$ cat src/otgl_map.svh
// Register indices, bit positions, reset values and masks of the OTG edge latch
`ifndef OTGL_MAP_SVH
`define OTGL_MAP_SVH

// Register indices; byte address is four times the index
`define OTGL_IDX_SOURCE     10'h0e8
`define OTGL_IDX_LATCH_SET  10'h0ec
`define OTGL_IDX_LATCH_CLR  10'h0ee
`define OTGL_IDX_FALL_SET   10'h0f0
`define OTGL_IDX_FALL_CLR   10'h0f2
`define OTGL_IDX_RISE_SET   10'h0f4
`define OTGL_IDX_RISE_CLR   10'h0f6
`define OTGL_IDX_IRQ_STATUS 10'h0d0
`define OTGL_IDX_IRQ_MASK   10'h0d2

// Source bit positions
`define OTGL_BIT_P2_DPLUS   11
`define OTGL_BIT_P2_ASESS   10
`define OTGL_BIT_TIMER      9
`define OTGL_BIT_SE0        8
`define OTGL_BIT_SESS_END   7
`define OTGL_BIT_BDISCONNECT_ACONNECT  6
`define OTGL_BIT_REMOTE_CONNECT_SEEN   4
`define OTGL_BIT_ID         3
`define OTGL_BIT_P1_DPLUS   2
`define OTGL_BIT_AB_SESS    1
`define OTGL_BIT_VBUS       0

// Implemented bits; bit 5 and bits 15 to 12 are reserved
`define OTGL_VALID_MASK     16'h0fdf
`define OTGL_RESET_LATCH    16'h0000
`define OTGL_RESET_ENABLE   16'h0000
`define OTGL_RESET_MASK     16'h0000

`endif

$ cat src/otgl_pkg.sv
// Types shared by the OTG edge latch
package otgl_pkg;

    typedef logic [15:0] otgl_word_type;

    // Complete state of the block
    typedef struct packed {
        otgl_word_type sync1;
        otgl_word_type sync2;
        otgl_word_type prev;
        otgl_word_type latch;
        otgl_word_type fall_en;
        otgl_word_type rise_en;
        otgl_word_type stat;
        otgl_word_type mask;
        logic          stat_rd;
        logic          pready;
        logic          pslverr;
        logic [31:0]   prdata;
        logic          irq;
    } otgl_state_type;

endpackage

$ cat src/otgl_edge_latch.sv
// OTG edge interrupt latch with APB register access
//
// Register access over APB was chosen for this implementation.
`timescale 1ns/1ns
`include "otgl_map.svh"

module otgl_edge_latch
    import otgl_pkg::*;
#(
    parameter int ADDR_W = 10
)
(
    input  wire logic              pclk,
    input  wire logic              presetn,
    input  wire logic              psel,
    input  wire logic              penable,
    input  wire logic              pwrite,
    input  wire logic [ADDR_W-1:0] paddr,
    input  wire logic [31:0]       pwdata,
    input  wire logic [3:0]        pstrb,
    output logic                   pready,
    output logic [31:0]            prdata,
    output logic                   pslverr,
    input  wire logic              port2_dplus_request_detect,
    input  wire logic              port2_a_session_valid,
    input  wire logic              otg_timer_expired,
    input  wire logic              bdev_idle_se0_detect,
    input  wire logic              bdev_session_ended,
    input  wire logic              bdisconnect_aconnect,
    input  wire logic              remote_connect_seen,
    input  wire logic              id_pin_level,
    input  wire logic              port1_dplus_request_detect,
    input  wire logic              ab_session_valid,
    input  wire logic              bus_power_valid,
    output logic                   irq
);

    // Implemented bits and reset values as typed constants
    localparam otgl_word_type VALID      = `OTGL_VALID_MASK;
    localparam otgl_word_type RST_LATCH  = `OTGL_RESET_LATCH;
    localparam otgl_word_type RST_ENABLE = `OTGL_RESET_ENABLE;
    localparam otgl_word_type RST_MASK   = `OTGL_RESET_MASK;

    // Byte addresses reach index 0f6h times four
    initial
    begin
        if (ADDR_W < 10)
        begin
            $error("otgl_edge_latch: ADDR_W must be at least 10");
        end
    end

    // Every source position must be an implemented bit
    initial
    begin
        if (!VALID[`OTGL_BIT_P2_DPLUS]
            || !VALID[`OTGL_BIT_P2_ASESS]
            || !VALID[`OTGL_BIT_TIMER]
            || !VALID[`OTGL_BIT_SE0]
            || !VALID[`OTGL_BIT_SESS_END]
            || !VALID[`OTGL_BIT_BDISCONNECT_ACONNECT]
            || !VALID[`OTGL_BIT_REMOTE_CONNECT_SEEN]
            || !VALID[`OTGL_BIT_ID]
            || !VALID[`OTGL_BIT_P1_DPLUS]
            || !VALID[`OTGL_BIT_AB_SESS]
            || !VALID[`OTGL_BIT_VBUS])
        begin
            $error("otgl_edge_latch: source mapped onto a reserved bit");
        end
    end

    // Reset values must not set reserved bits
    initial
    begin
        if (((RST_LATCH | RST_ENABLE | RST_MASK) & ~VALID) != 16'h0000)
        begin
            $error("otgl_edge_latch: reset value touches a reserved bit");
        end
    end

    // Match of an address against the byte address of a register index
    function automatic logic hit(input logic [ADDR_W-1:0] addr, input logic [9:0] idx);
        hit = (addr == ADDR_W'({idx, 2'b00}));
    endfunction

    // Set and clear decode of a two-address register; set wins
    function automatic otgl_word_type set_clr(input otgl_word_type cur,
                                              input logic          do_set,
                                              input logic          do_clr,
                                              input otgl_word_type data);
        otgl_word_type res;
        res = cur;
        if (do_clr)
        begin
            res = res & ~data;
        end
        if (do_set)
        begin
            res = res | data;
        end
        set_clr = res;
    endfunction

    otgl_state_type q;
    otgl_state_type d;

    otgl_word_type  src_raw;
    otgl_word_type  rise_ev;
    otgl_word_type  fall_ev;
    otgl_word_type  hw_set;
    otgl_word_type  wdata;
    otgl_word_type  rd_word;
    logic           setup;
    logic           done;
    logic           wr;
    logic           mapped;
    logic [31:0]    rd_resp;

    // One select per register address
    logic           sel_source;
    logic           sel_latch_set;
    logic           sel_latch_clr;
    logic           sel_fall_set;
    logic           sel_fall_clr;
    logic           sel_rise_set;
    logic           sel_rise_clr;
    logic           sel_status;
    logic           sel_mask;

    // Write strobes of the access edge, and the status read flag taken in setup
    logic           we_latch_set;
    logic           we_latch_clr;
    logic           we_fall_set;
    logic           we_fall_clr;
    logic           we_rise_set;
    logic           we_rise_clr;
    logic           we_mask;
    logic           rd_status;

    // Gather the live sources at their bit positions
    always_comb
    begin
        src_raw                      = 16'h0000;
        src_raw[`OTGL_BIT_P2_DPLUS]  = port2_dplus_request_detect;
        src_raw[`OTGL_BIT_P2_ASESS]  = port2_a_session_valid;
        src_raw[`OTGL_BIT_TIMER]     = otg_timer_expired;
        src_raw[`OTGL_BIT_SE0]       = bdev_idle_se0_detect;
        src_raw[`OTGL_BIT_SESS_END]  = bdev_session_ended;
        src_raw[`OTGL_BIT_BDISCONNECT_ACONNECT] = bdisconnect_aconnect;
        src_raw[`OTGL_BIT_REMOTE_CONNECT_SEEN]  = remote_connect_seen;
        src_raw[`OTGL_BIT_ID]        = id_pin_level;
        src_raw[`OTGL_BIT_P1_DPLUS]  = port1_dplus_request_detect;
        src_raw[`OTGL_BIT_AB_SESS]   = ab_session_valid;
        src_raw[`OTGL_BIT_VBUS]      = bus_power_valid;
    end

    // Edge detection on synchronised sources, one slice per bit
    for (genvar gb = 0; gb < 16; gb++)
    begin : g_edge
        // Reserved positions never raise an event
        if (VALID[gb])
        begin : g_used
            assign rise_ev[gb] = q.sync2[gb] & ~q.prev[gb] & q.rise_en[gb];
            assign fall_ev[gb] = ~q.sync2[gb] & q.prev[gb] & q.fall_en[gb];
        end
        else
        begin : g_rsvd
            assign rise_ev[gb] = 1'b0;
            assign fall_ev[gb] = 1'b0;
        end
    end

    // Any enabled edge sets the latch
    assign hw_set = rise_ev | fall_ev;

    // Bus phase and byte-lane write data
    always_comb
    begin
        setup  = psel & ~penable;
        done   = psel & penable & q.pready;
        wr     = done & pwrite;
        wdata  = pwdata[15:0] & {{8{pstrb[1]}}, {8{pstrb[0]}}} & `OTGL_VALID_MASK;
        mapped = hit(paddr, `OTGL_IDX_SOURCE)
               | hit(paddr, `OTGL_IDX_LATCH_SET)
               | hit(paddr, `OTGL_IDX_LATCH_CLR)
               | hit(paddr, `OTGL_IDX_FALL_SET)
               | hit(paddr, `OTGL_IDX_FALL_CLR)
               | hit(paddr, `OTGL_IDX_RISE_SET)
               | hit(paddr, `OTGL_IDX_RISE_CLR)
               | hit(paddr, `OTGL_IDX_IRQ_STATUS)
               | hit(paddr, `OTGL_IDX_IRQ_MASK);
    end

    // Address decode, one select per register
    always_comb
    begin
        sel_source    = hit(paddr, `OTGL_IDX_SOURCE);
        sel_latch_set = hit(paddr, `OTGL_IDX_LATCH_SET);
        sel_latch_clr = hit(paddr, `OTGL_IDX_LATCH_CLR);
        sel_fall_set  = hit(paddr, `OTGL_IDX_FALL_SET);
        sel_fall_clr  = hit(paddr, `OTGL_IDX_FALL_CLR);
        sel_rise_set  = hit(paddr, `OTGL_IDX_RISE_SET);
        sel_rise_clr  = hit(paddr, `OTGL_IDX_RISE_CLR);
        sel_status    = hit(paddr, `OTGL_IDX_IRQ_STATUS);
        sel_mask      = hit(paddr, `OTGL_IDX_IRQ_MASK);
    end

    // Write strobes; a write lands only at the access edge
    always_comb
    begin
        we_latch_set = wr & sel_latch_set;
        we_latch_clr = wr & sel_latch_clr;
        we_fall_set  = wr & sel_fall_set;
        we_fall_clr  = wr & sel_fall_clr;
        we_rise_set  = wr & sel_rise_set;
        we_rise_clr  = wr & sel_rise_clr;
        we_mask      = wr & sel_mask;
        rd_status    = ~pwrite & sel_status & ~sel_source;
    end

    // Answer word: reads carry the register, writes carry zero
    always_comb
    begin
        rd_resp = 32'h0000_0000;
        if (!pwrite)
        begin
            rd_resp = {16'h0000, rd_word};
        end
    end

    // Read multiplexer; reserved bits stay zero
    always_comb
    begin
        rd_word = 16'h0000;
        if (hit(paddr, `OTGL_IDX_SOURCE))
        begin
            rd_word = q.sync2;
        end
        else if (hit(paddr, `OTGL_IDX_LATCH_SET) || hit(paddr, `OTGL_IDX_LATCH_CLR))
        begin
            rd_word = q.latch;
        end
        else if (hit(paddr, `OTGL_IDX_FALL_SET) || hit(paddr, `OTGL_IDX_FALL_CLR))
        begin
            rd_word = q.fall_en;
        end
        else if (hit(paddr, `OTGL_IDX_RISE_SET) || hit(paddr, `OTGL_IDX_RISE_CLR))
        begin
            rd_word = q.rise_en;
        end
        else if (hit(paddr, `OTGL_IDX_IRQ_STATUS))
        begin
            rd_word = q.stat;
        end
        else if (hit(paddr, `OTGL_IDX_IRQ_MASK))
        begin
            rd_word = q.mask;
        end
        rd_word = rd_word & `OTGL_VALID_MASK;
    end

    // Next state
    always_comb
    begin
        d = q;

        // Two-stage synchroniser, then edge history
        d.sync1 = src_raw;
        d.sync2 = q.sync1;
        d.prev  = q.sync2;

        // Latch: hardware set wins over software clear, held otherwise
        d.latch = set_clr(q.latch,
                          we_latch_set,
                          we_latch_clr,
                          wdata);
        d.latch = d.latch | hw_set;

        // Edge enables
        d.fall_en = set_clr(q.fall_en,
                            we_fall_set,
                            we_fall_clr,
                            wdata);
        d.rise_en = set_clr(q.rise_en,
                            we_rise_set,
                            we_rise_clr,
                            wdata);

        // Interrupt mask
        if (we_mask)
        begin
            d.mask = wdata;
        end

        // Status clears only what the read returned; new events win
        if (done && q.stat_rd)
        begin
            d.stat = q.stat & ~q.prdata[15:0];
        end
        d.stat = d.stat | hw_set;

        // Bus answer prepared in setup, presented during access
        d.pready  = 1'b0;
        d.stat_rd = 1'b0;
        if (setup)
        begin
            d.pready  = 1'b1;
            d.pslverr = ~mapped;
            d.prdata  = rd_resp;
            d.stat_rd = rd_status;
        end
        else if (done)
        begin
            d.pslverr = 1'b0;
            d.prdata  = 32'h0000_0000;
        end

        d.irq = |(d.stat & d.mask);
    end

    // State register
    always_ff @(posedge pclk or negedge presetn)
    begin
        if (!presetn)
        begin
            q         <= '0;
            q.latch   <= `OTGL_RESET_LATCH;
            q.fall_en <= `OTGL_RESET_ENABLE;
            q.rise_en <= `OTGL_RESET_ENABLE;
            q.mask    <= `OTGL_RESET_MASK;
        end
        else
        begin
            q <= d;
        end
    end

    // Outputs straight from flip-flops
    assign pready  = q.pready;
    assign prdata  = q.prdata;
    assign pslverr = q.pslverr;
    assign irq     = q.irq;

endmodule

$ cat config.mk
export PLATFORM = sky130hd
export DESIGN_NAME = otgl_edge_latch
export DESIGN_NICKNAME = d
export VERILOG_FILES = /design/src/otgl_pkg.sv /design/src/otgl_edge_latch.sv
export VERILOG_INCLUDE_DIRS = /design/src
export SDC_FILE = /design/constraint.sdc
export NUM_CORES = 1
export LEC_CHECK = 0
export BUFFER_PORTS_ARGS = -buffer_cell sky130_fd_sc_hd__buf_2
export CORE_ASPECT_RATIO = 1.5
export CORE_MARGIN = 4
export CORE_UTILIZATION = 49
export DETAILED_ROUTE_END_ITERATION = 8
export PLACE_DENSITY_LB_ADDON = 0.1
export SLEW_MARGIN = 20
export SYNTH_ARGS = -nofsm -noshare
export SYNTH_HDL_FRONTEND = slang
export SYNTH_SLANG_ARGS = --single-unit
$ cat constraint.sdc
create_clock -name pclk -period 1.66 [get_ports pclk]
set_input_delay 0.166 -clock pclk [delete_from_list [all_inputs] [get_ports pclk]]
set_output_delay 0.166 -clock pclk [all_outputs]
set_load 0.01 [all_outputs]
==> run summary <==
Avg Inst Size Synth: 9.27 sq um
DP Cell Count: 695
Period utilization: 1.13
Vias in the first global route: 4095
Layout cells sized above 1: 0.300
Int Pwr: 4000 uW
Combinational share of power: 0.076
Max-cap violations: 0
Status: complete, but fails checks
# DRC: 0
First-pass GRT wire length: 21200 microns
Failing checks: negative setup slack
CTS Sinks: 103
Vias/cell: 5.57
PwrDens: 842 nW/um^2
Hold Worst Slack: 114 ps
Share of the synthesized area in the top cell type: 0.549
Ys Warns: 0
H-Tree Depth: 3
Die height: 128 microns
DR WL/cell: 18.7 microns
Leakage: 0.00278 uW
I/O Buffers: 52
Crit path DAT: 2080 ps
Fin crit period: 1880 ps
Most frequent cells in the layout: dfrtp_1, nand2_1, buf_2
Max Clock Freq: 532 MHz
Area contributors post-synth: dfrtp_1, o21ai_0, nand2_1, buf_4, nor2_1
EDFF count, synth: 0
Share of total power in sequential cells: 0.502
Layout Area Growth over Synthesis: 30.2%
Post-Layout Cell Count: 732
Clock share of power: 0.422
Peak VDD IR: 560 uV
Max transition margin: 0.666
Number of antenna violations at the first check in global routing: 0
Die area: 11200 sq um
Cell at the root of the clock tree: clkbuf_16
Top FF cell, synth: dfrtp_1
Power Total: 5140 uW
Setup ws final: -218 ps
# IOs: 97
Endpoint type of the worst setup path: register
Final setup fails: 35
Critical Path Fanout Max: 7
ANT nets after route: 0
Die Wd: 87.9 microns
RSZ-0062 raised after global routing: yes
Setup_tns: -2280 ps
Detailed Place HPWL: 9210 microns
CTS max path bufs: 2
Synth async-reset ratio: 1.00
WS Path Type: input pin to register
Largest net degree at the start of global routing: 36
Leading area contributor after synthesis: dfrtp_1
Post-synthesis cell count: 506
Hold Crit Class: input pin to register
Nets: 677
CTS tree: yes
Placer Congestion: 0.883
Via count: 4077
Drt pass-1 iters: 5
Core area: 9310 sq um
# diodes: 0
Clk_skew: 4.67 ps
Net switching power: 1150 uW
Final hold viol count: 0
Synth cell types: 38
Worst skew pair latency: 340 ps
Slew @ Worst Pin: 501 ps
Most common cell after layout, fill and taps aside: dfrtp_1
Initial Util: 0.504
Switching share of power: 0.223
Cell Area, Synth: 4690 sq um
#FFs+latches synth: 103
Cts bufs inserted: 9
Final WL: 13700 microns
Startpoint Class: input pin
Critical Path RT: 1860 ps
Sequential fraction of the synthesis area: 0.549
GRT Residual Overflow: 0
Slew Viols, Final: 0
Clk pin slew, worst setup/hold paths: 60 ps
Tot GR Track Use: 0.252
Iteration-0 DRC Markers: 342
Core Rows: 43
[final timing paths]
path | startpoint | end | slack (ps) | cells past startpoint
max | paddr[5] | irq | -220 | 7
min | pwrite | q[35] | 110 | 3
max reg2reg | pready | irq | -180 | 8
min reg2reg | d[139] | d[123] | 350 | 0
max in group asynchronous | presetn | d[122] | 730 | 3
min in group asynchronous | presetn | q[126] | 340 | 2
[timing repair]
| item | CTS | global route |
|---|---|---|
| endpoints found under the setup margin | 30 | 42 |
| pin swaps | 17 | 9 |
| endpoints found under the hold margin | 42 | 0 |
| gates resized for setup | 89 | 42 |
| buffers inserted | 7 | 2 |
| hold buffers | 12 | 0 |
[cells in the mapped netlist, types with 9 or more instances]
cell type / n
a211oi_1: 9
a32oi_1: 9
buf_4: 32
clkbuf_1: 19
dfrtp_1: 103
inv_1: 27
nand2_1: 85
nand2b_1: 11
nor2_1: 46
o211ai_1: 11
o21ai_0: 90
o22ai_1: 19
[power by group through the flow]
stage / clock network [uW] / logic, uW / registers (uW)
global placement: 0 / 341 / 2630
finish: 2170 / 389 / 2580
CTS: 2210 / 378 / 2580
detailed placement: 0 / 347 / 2630
floorplan: 0 / 167 / 2630
global route: 2300 / 429 / 2590
[kinds of logic after synthesis]
group	count (synthesis)	synth area share
AO/OA/AOI/OAI	157	0.197
buffers and inverters	80	0.0928
flip-flops	103	0.549
multiplexers	4	0.00853
other	1	0.000799
AND/OR/NAND/NOR	161	0.151
[per-stage QoR]
step / area (sq um) / setup slack (ps) / util
after global placement: 5340 / -468 / 0.573
after global routing: 6110 / -311 / 0.656
final: 6110 / -218 / 0.656
after detailed placement: 5340 / -495 / 0.573
after CTS: 5940 / -236 / 0.639
after floorplan: 4780 / -354 / -
[area by class of cell]
| type | instances | area [sq um] |
|---|---|---|
| clock inverter | 2 | 37.5 |
| multi-input combinational | 343 | 1970 |
| inverter | 27 | 101 |
| sequential | 103 | 2580 |
| timing repair buffer | 131 | 1010 |
| tap | 112 | 140 |
| fill | 767 | 3200 |
| clock buffer | 14 | 274 |
[worst max-delay path, cell delays in order]
cell and delay, ps:
buf_6 90, or4b_4 570, or4_4 610, nand2_2 100, o21ai_2 60, a222oi_1 350
nand3_1 130
[layer usage]
layer  track usage  wire, microns  vias to the layer above  share of wire
met3        0.0431            725                       29          0.053
met2         0.409           6890                      133           0.50
met4        0.0912            372                        0          0.027
met1         0.338           5680                     1996           0.42
li1              -              -                     1919              -
met5             0              0                        -              0
Note: power is estimated with default switching activity, not from simulation.
